`src/shared/led_core_regs.svh`:
```
// register offsets, field positions, reset values and timing counts
// assumes a 125 MHz core clock and 32-bit aligned register words
`ifndef LED_CORE_REGS_SVH
`define LED_CORE_REGS_SVH

// byte addresses of the register words
`define ADDR_ENABLE 8'h00
`define ADDR_MODEB 8'h04
`define ADDR_BRIGHT0 8'h08
`define ADDR_GRPDUTY 8'h28
`define ADDR_GRPFREQ 8'h2c
`define ADDR_ERRFLAGS 8'h30
`define ADDR_STATUS 8'h34

// second mode register fields
`define MODEB_OTCLR_BIT 7
`define MODEB_BLINK_BIT 5
`define MODEB_GROUP_BIT 4
`define MODEB_MASK 8'hb0

// all registers come up as zero
`define REG_RST 8'h00

// reset call byte values
`define CALL_ADDR_BYTE 8'h96
`define CALL_DATA1 8'ha5
`define CALL_DATA2 8'h5a

// bus answers
`define RESP_OKAY 2'b00
`define RESP_SLVERR 2'b10

// timing
`define CLK_PERIOD_NS 8
`define PWM_STEP_NS 40
`define PWM_STEP_CYC (`PWM_STEP_NS / `CLK_PERIOD_NS)
`define DIM_STEP_NS 20480
`define DIM_STEP_CYC (`DIM_STEP_NS / `CLK_PERIOD_NS)
`define BLINK_LONG_US 64'd10730000
`define BLINK_STEP_CYC ((`BLINK_LONG_US * 64'd1000) / 64'd524288)

`endif

```
`src/shared/led_core_pkg.sv`:
```
// shared types of the led driver control core
// assumes nothing beyond a SystemVerilog tool
`default_nettype none
package led_core_pkg;
    typedef logic [7:0] byte_t;
    typedef enum logic [2:0] {
        CALL_IDLE = 3'b000,
        CALL_ADDR = 3'b001,
        CALL_BYTE1 = 3'b010,
        CALL_BYTE2 = 3'b011,
        CALL_ARMED = 3'b100,
        CALL_IGNORE = 3'b101
    } call_state_e;
endpackage : led_core_pkg
`default_nettype wire

```
`src/logic/soft_reset_call.sv`:
```
// watcher of the bus reset call sequence on the two-wire bus
// assumes raw bus pins from outside the clock domain
`include "led_core_regs.svh"
`default_nettype none
module soft_reset_call (
    input wire logic mclk,
    input wire logic rst_b,
    input wire logic sclPin,
    input wire logic sdaPin,
    output logic sdaOut,
    output logic sdaOe,
    output logic resetCall
);
    logic sclM, sclS, sclQ, sdaM, sdaS, sdaQ;
    logic [3:0] bitCnt, next_bitCnt;
    led_core_pkg::byte_t shiftReg, next_shiftReg;
    led_core_pkg::call_state_e state, next_state;
    logic next_sdaOe, next_resetCall, match, rise, fall, start, stop;

    // two-stage synchronisers, then a history stage for edges
    always_ff @(posedge mclk or negedge rst_b) begin
        if (!rst_b) begin
            {sclM, sclS, sclQ} <= 3'b111;
            {sdaM, sdaS, sdaQ} <= 3'b111;
        end else begin
            {sclM, sclS, sclQ} <= {sclPin, sclM, sclS};
            {sdaM, sdaS, sdaQ} <= {sdaPin, sdaM, sdaS};
        end
    end

    assign rise = sclS & ~sclQ;
    assign fall = ~sclS & sclQ;
    assign start = sclS & sclQ & sdaQ & ~sdaS;
    assign stop = sclS & sclQ & ~sdaQ & sdaS;
    assign sdaOut = 1'b0;

    // byte expected at each step of the call
    always_comb begin
        case (state)
            led_core_pkg::CALL_ADDR: match = shiftReg == `CALL_ADDR_BYTE;
            led_core_pkg::CALL_BYTE1: match = shiftReg == `CALL_DATA1;
            led_core_pkg::CALL_BYTE2: match = shiftReg == `CALL_DATA2;
            default: match = 1'b0;
        endcase
    end

    // sequence tracking, acknowledge drive and reset pulse
    always_comb begin
        next_state = state;
        next_bitCnt = bitCnt;
        next_shiftReg = shiftReg;
        next_sdaOe = sdaOe;
        next_resetCall = 1'b0;
        if (start) begin
            next_state = led_core_pkg::CALL_ADDR;
            next_bitCnt = 4'd0;
            next_sdaOe = 1'b0;
        end else if (stop) begin
            next_resetCall = state == led_core_pkg::CALL_ARMED;
            next_state = led_core_pkg::CALL_IDLE;
            next_sdaOe = 1'b0;
        end else if (state != led_core_pkg::CALL_IDLE &&
                     state != led_core_pkg::CALL_IGNORE) begin
            if (rise && bitCnt < 4'd8) begin
                next_shiftReg = {shiftReg[6:0], sdaS};
                next_bitCnt = bitCnt + 4'd1;
            end else if (fall && bitCnt == 4'd8) begin
                next_sdaOe = match;
                next_bitCnt = 4'd9;
            end else if (fall && bitCnt == 4'd9) begin
                next_sdaOe = 1'b0;
                next_bitCnt = 4'd0;
                if (!sdaOe) begin
                    next_state = led_core_pkg::CALL_IGNORE;
                end else begin
                    case (state)
                        led_core_pkg::CALL_ADDR:
                            next_state = led_core_pkg::CALL_BYTE1;
                        led_core_pkg::CALL_BYTE1:
                            next_state = led_core_pkg::CALL_BYTE2;
                        default: next_state = led_core_pkg::CALL_ARMED;
                    endcase
                end
            end
        end
    end

    always_ff @(posedge mclk or negedge rst_b) begin
        if (!rst_b) begin
            state <= led_core_pkg::CALL_IDLE;
            bitCnt <= 4'd0;
            shiftReg <= `REG_RST;
            sdaOe <= 1'b0;
            resetCall <= 1'b0;
        end else begin
            state <= next_state;
            bitCnt <= next_bitCnt;
            shiftReg <= next_shiftReg;
            sdaOe <= next_sdaOe;
            resetCall <= next_resetCall;
        end
    end
endmodule : soft_reset_call
`default_nettype wire

```
`src/logic/led_sink_driver_control_core.sv`:
```
// control core of an eight-channel led sink driver: pwm, group
// dimming or blinking, error flags and the bus reset call
// assumes an AXI4-Lite master on mclk, raw bus pins and async fault
// inputs from the analog side
//
// Contract
// - enabled channel flags 0 on open load, 1 when normal
// - global overtemperature turns all channels off, records 0 in each
// - channels restart after cooling; recorded error stays readable
// - channel overtemperature turns off and flags only that channel
// - channel overtemperature counts only while the channel is on
// - open load and overtemperature merge into one flag per channel
// - mode bit 7 at 1 clears overtemperature errors; 0 re-enables
// - power-on reset zeroes registers and bus logic, channels off
// - while reset pin is low everything stays at defaults
// - acknowledge reset call address 96h only, never with read bit
// - acknowledge first call byte only when it is A5h
// - acknowledge second call byte only when it is 5Ah
// - no acknowledge for any byte after the second
// - after correct call and stop, reset to power-up values
// - malformed call leaves registers alone
// - each output has its own 97 kHz pwm, 256 duty steps
// - optional 190 Hz group duty signal gates all outputs
// - alternative group blink with period set in 256 steps
// - brightness pulse is n times 40 ns
// - group dimming step is 20.48 us
// - group duty 1 passes exactly two brightness pulses
// - standby when all channels are off, active otherwise
//
// Design decisions made here: the placing of the registers and the AXI4-Lite slave port.
`include "led_core_regs.svh"
`default_nettype none
module led_sink_driver_control_core #(
    parameter int CHANNELS = 8,
    parameter int BLINK_STEP_CYCLES = int'(`BLINK_STEP_CYC)
) (
    input wire logic mclk,
    input wire logic rst_b,
    input wire logic [7:0] s_axi_awaddr,
    input wire logic s_axi_awvalid,
    output logic s_axi_awready,
    input wire logic [31:0] s_axi_wdata,
    input wire logic [3:0] s_axi_wstrb,
    input wire logic s_axi_wvalid,
    output logic s_axi_wready,
    output logic [1:0] s_axi_bresp,
    output logic s_axi_bvalid,
    input wire logic s_axi_bready,
    input wire logic [7:0] s_axi_araddr,
    input wire logic s_axi_arvalid,
    output logic s_axi_arready,
    output logic [31:0] s_axi_rdata,
    output logic [1:0] s_axi_rresp,
    output logic s_axi_rvalid,
    input wire logic s_axi_rready,
    input wire logic sclPin,
    input wire logic sdaPin,
    output logic sdaOut,
    output logic sdaOe,
    input wire logic [CHANNELS-1:0] openLoadPin,
    input wire logic [CHANNELS-1:0] chanHotPin,
    input wire logic globalHotPin,
    output logic [CHANNELS-1:0] ledDrive,
    output logic standby
);
    localparam int SW = 2 * CHANNELS + 1;

    // settings
    logic [CHANNELS-1:0] ledEnable, next_ledEnable;
    led_core_pkg::byte_t modeB, next_modeB;
    led_core_pkg::byte_t bright [CHANNELS];
    led_core_pkg::byte_t next_bright [CHANNELS];
    led_core_pkg::byte_t grpDuty, next_grpDuty, grpFreq, next_grpFreq;
    // bus slave
    logic awHeld, next_awHeld, wHeld, next_wHeld;
    logic [7:0] awAddr, next_awAddr;
    led_core_pkg::byte_t wData, next_wData;
    logic wStrb0, next_wStrb0, next_bvalid, next_rvalid;
    logic [1:0] next_bresp, next_rresp;
    logic [31:0] next_rdata;
    logic haveAw, haveW, doWrite, wrStrb;
    logic [7:0] wrAddr;
    led_core_pkg::byte_t wrData;
    // timing
    logic [2:0] stepDiv, next_stepDiv;
    led_core_pkg::byte_t pwmCnt, next_pwmCnt, grpCnt, next_grpCnt;
    led_core_pkg::byte_t grpSub, next_grpSub;
    logic [15:0] grpPre, next_grpPre, preLimit;
    logic stepTick, preTick, subDone, grpTick, groupOn;
    // faults
    logic [SW-1:0] faultM, faultS;
    logic [CHANNELS-1:0] openLoadS, chanHotS, otErr, next_otErr;
    logic [CHANNELS-1:0] next_ledDrive, errFlags;
    logic globalHotS, resetCall, otClr, blinkMode, groupUse;

    assign otClr = modeB[`MODEB_OTCLR_BIT];
    assign blinkMode = modeB[`MODEB_BLINK_BIT];
    assign groupUse = modeB[`MODEB_GROUP_BIT];

    // reset call watcher on the serial bus pins
    soft_reset_call u_call (
        .mclk(mclk),
        .rst_b(rst_b),
        .sclPin(sclPin),
        .sdaPin(sdaPin),
        .sdaOut(sdaOut),
        .sdaOe(sdaOe),
        .resetCall(resetCall)
    );

    // analog fault inputs cross through two flip-flops
    always_ff @(posedge mclk or negedge rst_b) begin
        if (!rst_b) begin
            faultM <= '0;
            faultS <= '0;
        end else begin
            faultM <= {globalHotPin, chanHotPin, openLoadPin};
            faultS <= faultM;
        end
    end
    assign openLoadS = faultS[CHANNELS-1:0];
    assign chanHotS = faultS[2*CHANNELS-1:CHANNELS];
    assign globalHotS = faultS[SW-1];

    // write channel pairing: address and data in either order
    assign s_axi_awready = !awHeld && !s_axi_bvalid;
    assign s_axi_wready = !wHeld && !s_axi_bvalid;
    assign haveAw = awHeld || (s_axi_awvalid && s_axi_awready);
    assign haveW = wHeld || (s_axi_wvalid && s_axi_wready);
    assign doWrite = haveAw && haveW;
    assign wrAddr = awHeld ? awAddr : {s_axi_awaddr[7:2], 2'b00};
    assign wrData = wHeld ? wData : s_axi_wdata[7:0];
    assign wrStrb = wHeld ? wStrb0 : s_axi_wstrb[0];
    assign s_axi_arready = !s_axi_rvalid;

    // brightness window decode
    function automatic logic isBright(input logic [7:0] a);
        logic [7:0] off;
        off = 8'(a - `ADDR_BRIGHT0);
        isBright = a >= `ADDR_BRIGHT0 && off[7:2] < 6'(CHANNELS);
    endfunction : isBright

    function automatic logic [2:0] brIndex(input logic [7:0] a);
        logic [7:0] off;
        off = 8'(a - `ADDR_BRIGHT0);
        brIndex = off[4:2];
    endfunction : brIndex

    function automatic logic isMapped(input logic [7:0] a);
        isMapped = isBright(a) || a == `ADDR_ENABLE || a == `ADDR_MODEB
            || a == `ADDR_GRPDUTY || a == `ADDR_GRPFREQ
            || a == `ADDR_ERRFLAGS || a == `ADDR_STATUS;
    endfunction : isMapped

    // bus slave handshake state
    always_comb begin
        next_awHeld = awHeld;
        next_wHeld = wHeld;
        next_awAddr = awAddr;
        next_wData = wData;
        next_wStrb0 = wStrb0;
        next_bvalid = s_axi_bvalid && !s_axi_bready;
        next_bresp = s_axi_bresp;
        next_rvalid = s_axi_rvalid && !s_axi_rready;
        next_rresp = s_axi_rresp;
        next_rdata = s_axi_rdata;
        if (s_axi_awvalid && s_axi_awready) begin
            next_awHeld = 1'b1;
            next_awAddr = {s_axi_awaddr[7:2], 2'b00};
        end
        if (s_axi_wvalid && s_axi_wready) begin
            next_wHeld = 1'b1;
            next_wData = s_axi_wdata[7:0];
            next_wStrb0 = s_axi_wstrb[0];
        end
        if (doWrite) begin
            next_awHeld = 1'b0;
            next_wHeld = 1'b0;
            next_bvalid = 1'b1;
            next_bresp = isMapped(wrAddr) ? `RESP_OKAY : `RESP_SLVERR;
        end
        if (s_axi_arvalid && s_axi_arready) begin
            next_rvalid = 1'b1;
            next_rresp = isMapped({s_axi_araddr[7:2], 2'b00})
                ? `RESP_OKAY : `RESP_SLVERR;
            next_rdata = 32'h0;
            case ({s_axi_araddr[7:2], 2'b00})
                `ADDR_ENABLE: next_rdata[CHANNELS-1:0] = ledEnable;
                `ADDR_MODEB: next_rdata[7:0] = modeB;
                `ADDR_GRPDUTY: next_rdata[7:0] = grpDuty;
                `ADDR_GRPFREQ: next_rdata[7:0] = grpFreq;
                `ADDR_ERRFLAGS: next_rdata[CHANNELS-1:0] = errFlags;
                `ADDR_STATUS: next_rdata[1:0] = {globalHotS, !standby};
                default: if (isBright({s_axi_araddr[7:2], 2'b00})) begin
                    next_rdata[7:0] =
                        bright[brIndex({s_axi_araddr[7:2], 2'b00})];
                end
            endcase
        end
    end

    always_ff @(posedge mclk or negedge rst_b) begin
        if (!rst_b) begin
            awHeld <= 1'b0;
            wHeld <= 1'b0;
            awAddr <= 8'h00;
            wData <= `REG_RST;
            wStrb0 <= 1'b0;
            s_axi_bvalid <= 1'b0;
            s_axi_bresp <= `RESP_OKAY;
            s_axi_rvalid <= 1'b0;
            s_axi_rresp <= `RESP_OKAY;
            s_axi_rdata <= 32'h0;
        end else begin
            awHeld <= next_awHeld;
            wHeld <= next_wHeld;
            awAddr <= next_awAddr;
            wData <= next_wData;
            wStrb0 <= next_wStrb0;
            s_axi_bvalid <= next_bvalid;
            s_axi_bresp <= next_bresp;
            s_axi_rvalid <= next_rvalid;
            s_axi_rresp <= next_rresp;
            s_axi_rdata <= next_rdata;
        end
    end

    // settings: software writes, reset call returns all to zero
    always_comb begin
        next_ledEnable = ledEnable;
        next_modeB = modeB;
        next_grpDuty = grpDuty;
        next_grpFreq = grpFreq;
        for (int i = 0; i < CHANNELS; i++) begin
            next_bright[i] = bright[i];
        end
        if (resetCall) begin
            next_ledEnable = '0;
            next_modeB = `REG_RST;
            next_grpDuty = `REG_RST;
            next_grpFreq = `REG_RST;
            for (int i = 0; i < CHANNELS; i++) begin
                next_bright[i] = `REG_RST;
            end
        end else if (doWrite && wrStrb) begin
            case (wrAddr)
                `ADDR_ENABLE: next_ledEnable = wrData[CHANNELS-1:0];
                `ADDR_MODEB: next_modeB = wrData & `MODEB_MASK;
                `ADDR_GRPDUTY: next_grpDuty = wrData;
                `ADDR_GRPFREQ: next_grpFreq = wrData;
                default: if (isBright(wrAddr)) begin
                    next_bright[brIndex(wrAddr)] = wrData;
                end
            endcase
        end
    end

    always_ff @(posedge mclk or negedge rst_b) begin
        if (!rst_b) begin
            ledEnable <= '0;
            modeB <= `REG_RST;
            grpDuty <= `REG_RST;
            grpFreq <= `REG_RST;
            for (int i = 0; i < CHANNELS; i++) begin
                bright[i] <= `REG_RST;
            end
        end else begin
            ledEnable <= next_ledEnable;
            modeB <= next_modeB;
            grpDuty <= next_grpDuty;
            grpFreq <= next_grpFreq;
            for (int i = 0; i < CHANNELS; i++) begin
                bright[i] <= next_bright[i];
            end
        end
    end

    // 40 ns step, brightness counter and group counter
    assign stepTick = stepDiv == 3'(`PWM_STEP_CYC - 1);
    assign preLimit = blinkMode ? 16'(BLINK_STEP_CYCLES - 1)
        : 16'(`DIM_STEP_CYC - 1);
    assign preTick = grpPre >= preLimit;
    assign subDone = !blinkMode || grpSub >= grpFreq;
    assign grpTick = preTick && subDone;
    assign groupOn = grpCnt < grpDuty;

    always_comb begin
        next_stepDiv = stepTick ? 3'd0 : 3'(stepDiv + 3'd1);
        next_pwmCnt = 8'(pwmCnt + {7'd0, stepTick});
        next_grpPre = preTick ? 16'd0 : 16'(grpPre + 16'd1);
        next_grpSub = grpSub;
        if (preTick) begin
            next_grpSub = subDone ? 8'd0 : 8'(grpSub + 8'd1);
        end
        next_grpCnt = 8'(grpCnt + {7'd0, grpTick});
        if (resetCall) begin
            next_stepDiv = 3'd0;
            next_pwmCnt = 8'd0;
            next_grpPre = 16'd0;
            next_grpSub = 8'd0;
            next_grpCnt = 8'd0;
        end
    end

    always_ff @(posedge mclk or negedge rst_b) begin
        if (!rst_b) begin
            stepDiv <= 3'd0;
            pwmCnt <= 8'd0;
            grpPre <= 16'd0;
            grpSub <= 8'd0;
            grpCnt <= 8'd0;
        end else begin
            stepDiv <= next_stepDiv;
            pwmCnt <= next_pwmCnt;
            grpPre <= next_grpPre;
            grpSub <= next_grpSub;
            grpCnt <= next_grpCnt;
        end
    end

    // per channel drive, sticky overtemperature record and flag
    for (genvar g = 0; g < CHANNELS; g++) begin : gen_ch
        assign next_ledDrive[g] = ledEnable[g] && !globalHotS
            && !chanHotS[g]
            && pwmCnt < bright[g]
            && (groupOn || !groupUse);
        assign next_otErr[g] = !otClr && (otErr[g] || globalHotS
            || (chanHotS[g] && ledEnable[g]));
        assign errFlags[g] = ledEnable[g] && !openLoadS[g]
            && !otErr[g];
    end

    always_ff @(posedge mclk or negedge rst_b) begin
        if (!rst_b) begin
            ledDrive <= '0;
            otErr <= '0;
        end else begin
            ledDrive <= resetCall ? '0 : next_ledDrive;
            otErr <= resetCall ? '0 : next_otErr;
        end
    end

    // standby whenever no channel is enabled
    assign standby = ledEnable == '0;
endmodule : led_sink_driver_control_core
`default_nettype wire

```
`config.mk`:
```
export PLATFORM = sky130hd
export DESIGN_NAME = led_sink_driver_control_core
export DESIGN_NICKNAME = d
export VERILOG_FILES = /design/src/shared/led_core_pkg.sv /design/src/logic/soft_reset_call.sv /design/src/logic/led_sink_driver_control_core.sv
export VERILOG_INCLUDE_DIRS = /design/src /design/src/shared
export SDC_FILE = /design/constraint.sdc
export NUM_CORES = 1
export LEC_CHECK = 0
export BUFFER_PORTS_ARGS = -buffer_cell sky130_fd_sc_hd__buf_4
export CORE_UTILIZATION = 54
export DETAILED_ROUTE_END_ITERATION = 10
export GPL_TIMING_DRIVEN = 0
export MAX_ROUTING_LAYER = met4
export PLACE_DENSITY = 0.83
export SLEW_MARGIN = 20
export SYNTH_ARGS = -nofsm -noshare
export SYNTH_HDL_FRONTEND = slang
export SYNTH_HIERARCHICAL = 1
export SYNTH_SLANG_ARGS = --single-unit
```
`constraint.sdc`:
```
create_clock -name mclk -period 2.42 [get_ports mclk]
set_input_delay 0 -clock mclk [delete_from_list [all_inputs] [get_ports mclk]]
set_output_delay 0 -clock mclk [all_outputs]
set_load 0.05 [all_outputs]
```
## After elaboration in Yosys (flattened, before gate mapping)

Cells that the tools add are included.

| word-level totals | value |
|---|---|
| flip-flop bits (word level) | 243 |
| word-level logic and storage cells | 356 |
| output and inout bits | 52 |

| operators by class | value |
|---|---|
| bitwise gates (word level) | 15 |
| equality and inequality tests | 25 |
| reduce and logical (&&, ||, !) cells | 176 |
| $lt $le $gt $ge | 19 |
| add/sub/neg operators | 8 |
| muxes and demuxes | 71 |

Operators with widths:

| operator | count |
|---|---|
| 64-bit two-way mux | 4 |
| 8-bit two-way mux | 25 |
| 1-bit logical AND | 81 |
| 8-bit < comparator | 9 |
| 64-bit bitwise mux | 1 |
| 6-bit case mux with 6 select lines | 1 |
| 1-bit logical NOT | 35 |
| 8-bit by 6-bit equality test with 1-bit output, second input constant | 4 |
| 1-bit logical OR | 32 |
| 16-bit two-way mux | 2 |
| 3-bit two-way mux | 9 |
| 8-bit binary-select mux with 3-bit select | 1 |
| 8-bit demux with 3-bit select | 1 |
| 6-bit by 4-bit equality test with 1-bit output, second input constant | 4 |
| 4-bit two-way mux | 6 |
| 2-bit nonzero test | 10 |
| 16-bit by 1-bit adder with 16-bit output, second input constant | 1 |
| 8-bit by 1-bit adder with 8-bit output | 2 |
| 8-bit equality test, second input constant | 2 |
| 16-bit by 15-bit greater-or-equal comparator with 1-bit output | 1 |
| 8-bit by 4-bit greater-or-equal comparator with 1-bit output, second input constant | 2 |
| 8-bit logical NOT | 2 |
| 8-bit by 4-bit subtractor with 8-bit output, second input constant | 2 |
| 1-bit two-way mux | 15 |
| other kinds (33) | 62 |

## Longest topological paths before layout

| logic depth | value |
|---|---|
| word-level depth | 12 |
| mapped depth | 13 |

## Hierarchy

Netlist, hierarchy kept.

By module, submodules not included:

| module | cells each | times used | seq. area each (µm²) | area an instance (µm²) |
|---|---|---|---|---|
| led_sink_driver_control_core | 1,041 | 1 | 5,330.1 | 11,531.1 |
| soft_reset_call | 102 | 1 | 583.1 | 1,163.6 |

## Least setup slack after synthesis

OpenSTA, ideal clock, no wires.

| timing | value |
|---|---|
| kind | flip-flop to flip-flop |
| start point | reg modeB[5] |
| end point | reg grpCnt[6] |
| required time | 2,288 ps |
| stages on the path, launching flop included | 14 |
| arrival | 2,293 ps |
| clock period less this slack | 2,425 ps |
| slack | -5 ps |
| path through | dfrtp_1 -> inv_1 -> ha_1 -> a21oi_1 -> o21ai_0 -> a211o_1 -> clkbuf_1 -> nor2_1 -> a21oi_1 -> ha_1 -> ha_1 -> nand3_1 -> xor2_1 -> nor2_1 |

| between the ends | value |
|---|---|
| word-level cells in the longest chain between the ends | 5 |
| elaborated cells between the ends (all ways) | 7 |
| those cells by class | 1 x add/sub; 1 x order compare; 2 x mux; 3 x reduce/logical |

RTL lines:

| item | RTL line | RTL |
|---|---|---|
| from (decl) | led_sink_driver_control_core.sv:70 | `led_core_pkg::byte_t modeB, next_modeB;` |
| from (signal assigned) | led_sink_driver_control_core.sv:261 | `` modeB <= `REG_RST; `` |
| from (signal assigned) | led_sink_driver_control_core.sv:269 | `modeB <= next_modeB;` |
| 15-bit two-way mux / 1-bit logical NOT (equally long branches) | led_sink_driver_control_core.sv:280, led_sink_driver_control_core.sv:283 |  |
| 16-bit by 15-bit greater-or-equal comparator with 1-bit output / 1-bit logical OR (equally long branches) | led_sink_driver_control_core.sv:282, led_sink_driver_control_core.sv:283 |  |
| 1-bit logical AND (*) | led_sink_driver_control_core.sv:284 | `assign grpTick = preTick && subDone;` |
| 8-bit by 1-bit adder with 8-bit output (*) | led_sink_driver_control_core.sv:295 | `next_grpCnt = 8'(grpCnt + {7'd0, grpTick});` |
| 8-bit two-way mux (*) | led_sink_driver_control_core.sv:296 | `if (resetCall) begin` |
| via next_grpCnt[6] | led_sink_driver_control_core.sv:86 | `led_core_pkg::byte_t pwmCnt, next_pwmCnt, grpCnt, next_grpCnt;` |
| to (signal assigned) | led_sink_driver_control_core.sv:317 | `grpCnt <= next_grpCnt;` |
| to (decl) | led_sink_driver_control_core.sv:86 |  |

The timed path passes the listed nets; every way through them passes the cells marked *.
A chain may end at the register's enable or synchronous reset.

## Final worst setup path

| timing | value |
|---|---|
| start point | reg awHeld |
| end point | reg grpFreq[1] |

| between the ends | value |
|---|---|
| word-level cells in the longest chain between the ends | 8 |
| elaborated cells between the ends (all ways) | 11 |
| those cells by class | 1 x eq/ne; 1 x mux; 9 x reduce/logical |

RTL lines:

| item | RTL line | RTL |
|---|---|---|
| from (decl) | led_sink_driver_control_core.sv:75 | `logic awHeld, next_awHeld, wHeld, next_wHeld;` |
| from (signal assigned) | led_sink_driver_control_core.sv:215 | `awHeld <= next_awHeld;` |
| 1-bit logical NOT | led_sink_driver_control_core.sv:126 | `assign s_axi_awready = !awHeld && !s_axi_bvalid;` |
| 1-bit logical AND | led_sink_driver_control_core.sv:126 |  |
| 1-bit logical AND | led_sink_driver_control_core.sv:128 | `assign haveAw = awHeld \|\| (s_axi_awvalid && s_axi_awready);` |
| 1-bit logical OR | led_sink_driver_control_core.sv:128 |  |
| 1-bit logical AND | led_sink_driver_control_core.sv:130 | `assign doWrite = haveAw && haveW;` |
| 1-bit logical AND | led_sink_driver_control_core.sv:245 | `end else if (doWrite && wrStrb) begin` |
| 2-bit nonzero test (no source line) | -- |  |
| 2-bit AND reduction (no source line) (*) | -- |  |
| to (signal assigned) | led_sink_driver_control_core.sv:263 | `` grpFreq <= `REG_RST; `` |
| to (signal assigned) | led_sink_driver_control_core.sv:271 | `grpFreq <= next_grpFreq;` |
| to (decl) | led_sink_driver_control_core.sv:73 | `led_core_pkg::byte_t grpDuty, next_grpDuty, grpFreq, next_grpFreq;` |

Every way passes the cells marked *; elsewhere a longest branch is shown, timed or not.

==> results.md <==
- The floorplan has 55 rows.
- In the post-synthesis netlist, the biggest area contributors are sky130_fd_sc_hd__dfrtp_1, sky130_fd_sc_hd__ha_1, sky130_fd_sc_hd__a22o_1.
- Clock-pin slew was measured on the worst setup and hold paths at 0.07 ns.
- The total grt overflow is 0.
- The half-perimeter wire length after detailed placement is 23.9 mm.
- The number of global-route vias before repair is 10100.
- In the final routed layout, each cell accounts on average for 21.3 um.
- Summed over its instances, the top area cell type makes up roughly 45% of the synthesized netlist area.
- The pin count of the biggest net entering global routing is 101.
- The iteration count of the initial detailed-routing pass is 6.
- Along the worst path, the maximum fanout reaches 10.
- The detail route stage leaves a number of antenna-violating nets equal to 0.
- Summing all non-filler instances in the final layout gives an area of 15500 um2.
- The cell area after synthesis is 12700 um2.
- The cell sitting at the root of the clock tree is a sky130_fd_sc_hd__clkbuf_16.
- Setup repair after global routing could not meet its margin everywhere.
- For this design the ratio of total power to cell area is 928 nW/um2.
- The mean cell area of the mapped netlist is about 11 um2.
- Counting the buffers created by CTS gives 26.
- The required time of the critical path is 2.84 ns.
- The die is 155 um wide.
- The total cell area at the placement stage is 13800 um2.
- The count of cell types in the netlist is between 80 and 90.
- Counting every instance in the synthesized netlist gives between 1000 and 1500.
- Global routing used 30.4% of the available tracks across all layers.
- 0 antenna diodes ended up in the layout.
- The clock latency of the later-clocked register in the worst-skew pair is between 0.5 and 0.6 ns.
- The class of the tightest hold or removal check is in2async.
- The run finished, with violations left.
- The leakage power of the design is between 7 and 8 nW.
- The relative slew slack is 42.5%.
- The number of vias per cell is 6.23.
- The layout has 1639 filler cells.
- The wire length of the first global-routing pass is 55.4 mm.
- The core footprint is 22800 um2.
- The total vias in the final route is between 10000 and 15000.
- Across the run, the number of max-cap violations was 0.
- The total detailed-routing wirelength is 35.4 mm.
- The checks that failed: setup timing.
- The proportion of layout cells with a drive suffix above 1 is between 20% and 30%.
- Measured along the y axis, the die boundary spans approximately 160 um.
- The share of the yosys chip area belonging to registers is 46.6%.
- The kind of launch point of the worst setup path is a flop.
- For the worst setup path, the data arrival time is approximately 2.9 ns.
- The number of hold violations in the final report is 0.
- The longest clock path from root to sink contains 3 buffers.
- The maximum level of the CTS H-tree is 1.
- The predominant post-synthesis flop cell is sky130_fd_sc_hd__dfrtp_1.
- Pin placement for this block handled 130 I/O pins.
- The area taken by multi-input logic gates is 6240 um2.
- The actual transition at the worst max-transition pin is about 0.86 ns.
- The number of cells in the design after placement is about 1600.
- For the final database, setup skew stands at roughly 0.013 ns.
- Based on the critical path, the design can be clocked at up to between 0.4 and 0.5 GHz.
- Relative to the synthesized area, the layout overhead comes to 22.2%.
- The initial antenna violation count is 0.
- The max-slew violation total from the final report is 0.
- The final critical-path setup slack is -0.0132 ns.
- The CTS sink count is around 240.
- The register area is 5920 um2.
- The library cell used most frequently in the layout, excluding fill and tap cells, is sky130_fd_sc_hd__dfrtp_1.
- The final net count is 1502.
- The final hold slack is 0.0427 ns.
- The cell accounting for the most synthesized area is sky130_fd_sc_hd__dfrtp_1.
- During synthesis, Yosys emitted a total of 6 warnings.
- Setup violations remaining at the end of the flow were counted as 2.
- The worst setup path is of the reg2reg kind.
- Once layout is complete, the utilization of the core stands at roughly two thirds.
- TritonCTS built the clock tree.
- The synthesized design contains 236 register bits.
- The initial utilization of the core area, before any placement, comes to 55.6%.
- The final critical-path required period is 2.43 ns.
- In this run, synthesis inferred 0 flip-flops with an integrated enable.
- The maximum ir drop on the vdd rail is between 0.0007 and 0.0008 V.
- The count of buffers inserted at the top-level ports is 71.
- The share of flip-flops with an asynchronous set or reset is 100%.
- In the layout the commonest cells are sky130_fd_sc_hd__dfrtp_1, sky130_fd_sc_hd__buf_4, sky130_fd_sc_hd__nor2_1, sky130_fd_sc_hd__inv_1, sky130_fd_sc_hd__ha_1.
- The first routing iteration left 964 violations.
- Dividing the final minimum period by the clock period gives 101%.
- After detailed routing, the number of remaining DRC violations is 0.
- The worst setup path is captured at a flop.
- The area of the die is ~24000 um2.
- The final weighted congestion of routability-driven global placement is 1.00.
- The number of standard cells in the final layout excluding fillers is 1666.
- The total power after layout is 14.4 mW.
timing repair:
| item | 4_1_cts | 5_1_grt |
|---|---|---|
| setup endpoints to repair | 131 | 101 |
| gates cloned | 0 | 3 |
| pin swaps | 6 | 12 |
| endpoints found under the hold margin | 181 | 0 |
| resized for setup | 22 | 38 |
| setup buffers | 8 | 13 |
| hold buffers | 46 | 0 |
layout make-up:
| cell class | instances | share of cell area, % |
|---|---|---|
| sequential | 236 | 38.1 |
| clock inverter | 13 | 1.12 |
| tap | 313 | 2.52 |
| inverter | 94 | 2.29 |
| clock buffer | 34 | 4.91 |
| multi-input combinational | 769 | 40.3 |
| buffer | 64 | 2.70 |
| timing repair buffer | 143 | 8.05 |
critical path: stages, from the launching register on:
cell and delay (ns):
sky130_fd_sc_hd__dfrtp_2 0.44, sky130_fd_sc_hd__buf_2 0.21, sky130_fd_sc_hd__or3b_2 0.50, sky130_fd_sc_hd__a21oi_1 0.21, sky130_fd_sc_hd__nand4_1 0.31, sky130_fd_sc_hd__buf_2 0.31, sky130_fd_sc_hd__a211oi_1 0.34
cell families (layout without fill, tap and decap cells):
group | count (synthesis) | count (layout) | share of synthesized area, %
simple gates | 281 | 281 | 11.7
other cells | 2 | 27 | 0.0592
xor+xnor | 29 | 29 | 2.00
buf+inv | 163 | 348 | 6.00
fa+ha+maj | 91 | 91 | 8.95
mux | 78 | 78 | 8.10
flops | 236 | 236 | 46.6
compound gates | 263 | 263 | 16.7
path summary, 6_finish.rpt:
path	start	end	slack, ns	cells past startpoint
setup / recovery	awHeld$_DFFE_PN0P_	grpFreq[1]$_DFFE_PN0P_	-0.01	6
hold / removal	rst_b	faultM[9]$_DFF_PN0_	0.04	2
setup reg to reg	awHeld$_DFFE_PN0P_	grpFreq[1]$_DFFE_PN0P_	-0.01	6
hold reg to reg	faultM[13]$_DFF_PN0_	faultS[13]$_DFF_PN0_	0.34	0
max in group asynchronous	rst_b	awHeld$_DFFE_PN0P_	1.46	3
min in group mclk	openLoadPin[4]	faultM[4]$_DFF_PN0_	0.12	2
where the power goes:
part | internal (mW) | switching [mW]
clock | 2.64 | 1.64
sequential | 4.83 | 0.934
combinational | 1.92 | 2.43
total | 9.39 | 5.00
registers in the layout (all words and copies together), names as in the netlist, 16 cells and up:
name	flops
faultS	17
faultM	17
bright	64
grpPre	16
per-stage QoR:
step                setup TNS, ns  setup slack [ns]
floorplan                       0            0.0384
global placement          -115.22            -0.512
detailed placement         -25.14            -0.568
CTS                             0           0.00809
global route               -0.995           -0.0826
finish                    -0.0228           -0.0132
layer usage:
layer  vias up  part of all wire, %  GRT usage [%]
met4         0                  3.7           9.71
met2       628                   46           47.3
met5         -                    0              -
met1      5130                   41           41.1
li1       4520                    -              -
met3       107                  9.4           4.60
cells in the mapped netlist (all sizes together) (23+ instances only):
library cell and number:
dfrtp 230, nor2 109, mux2i 24, o21ai 26, nand2 32, mux2 38
inv 94, a21oi 31, buf 51, a211oi 34, nor2b 23, ha 90
a22o 74
Note: power is estimated with default switching activity, not from simulation.
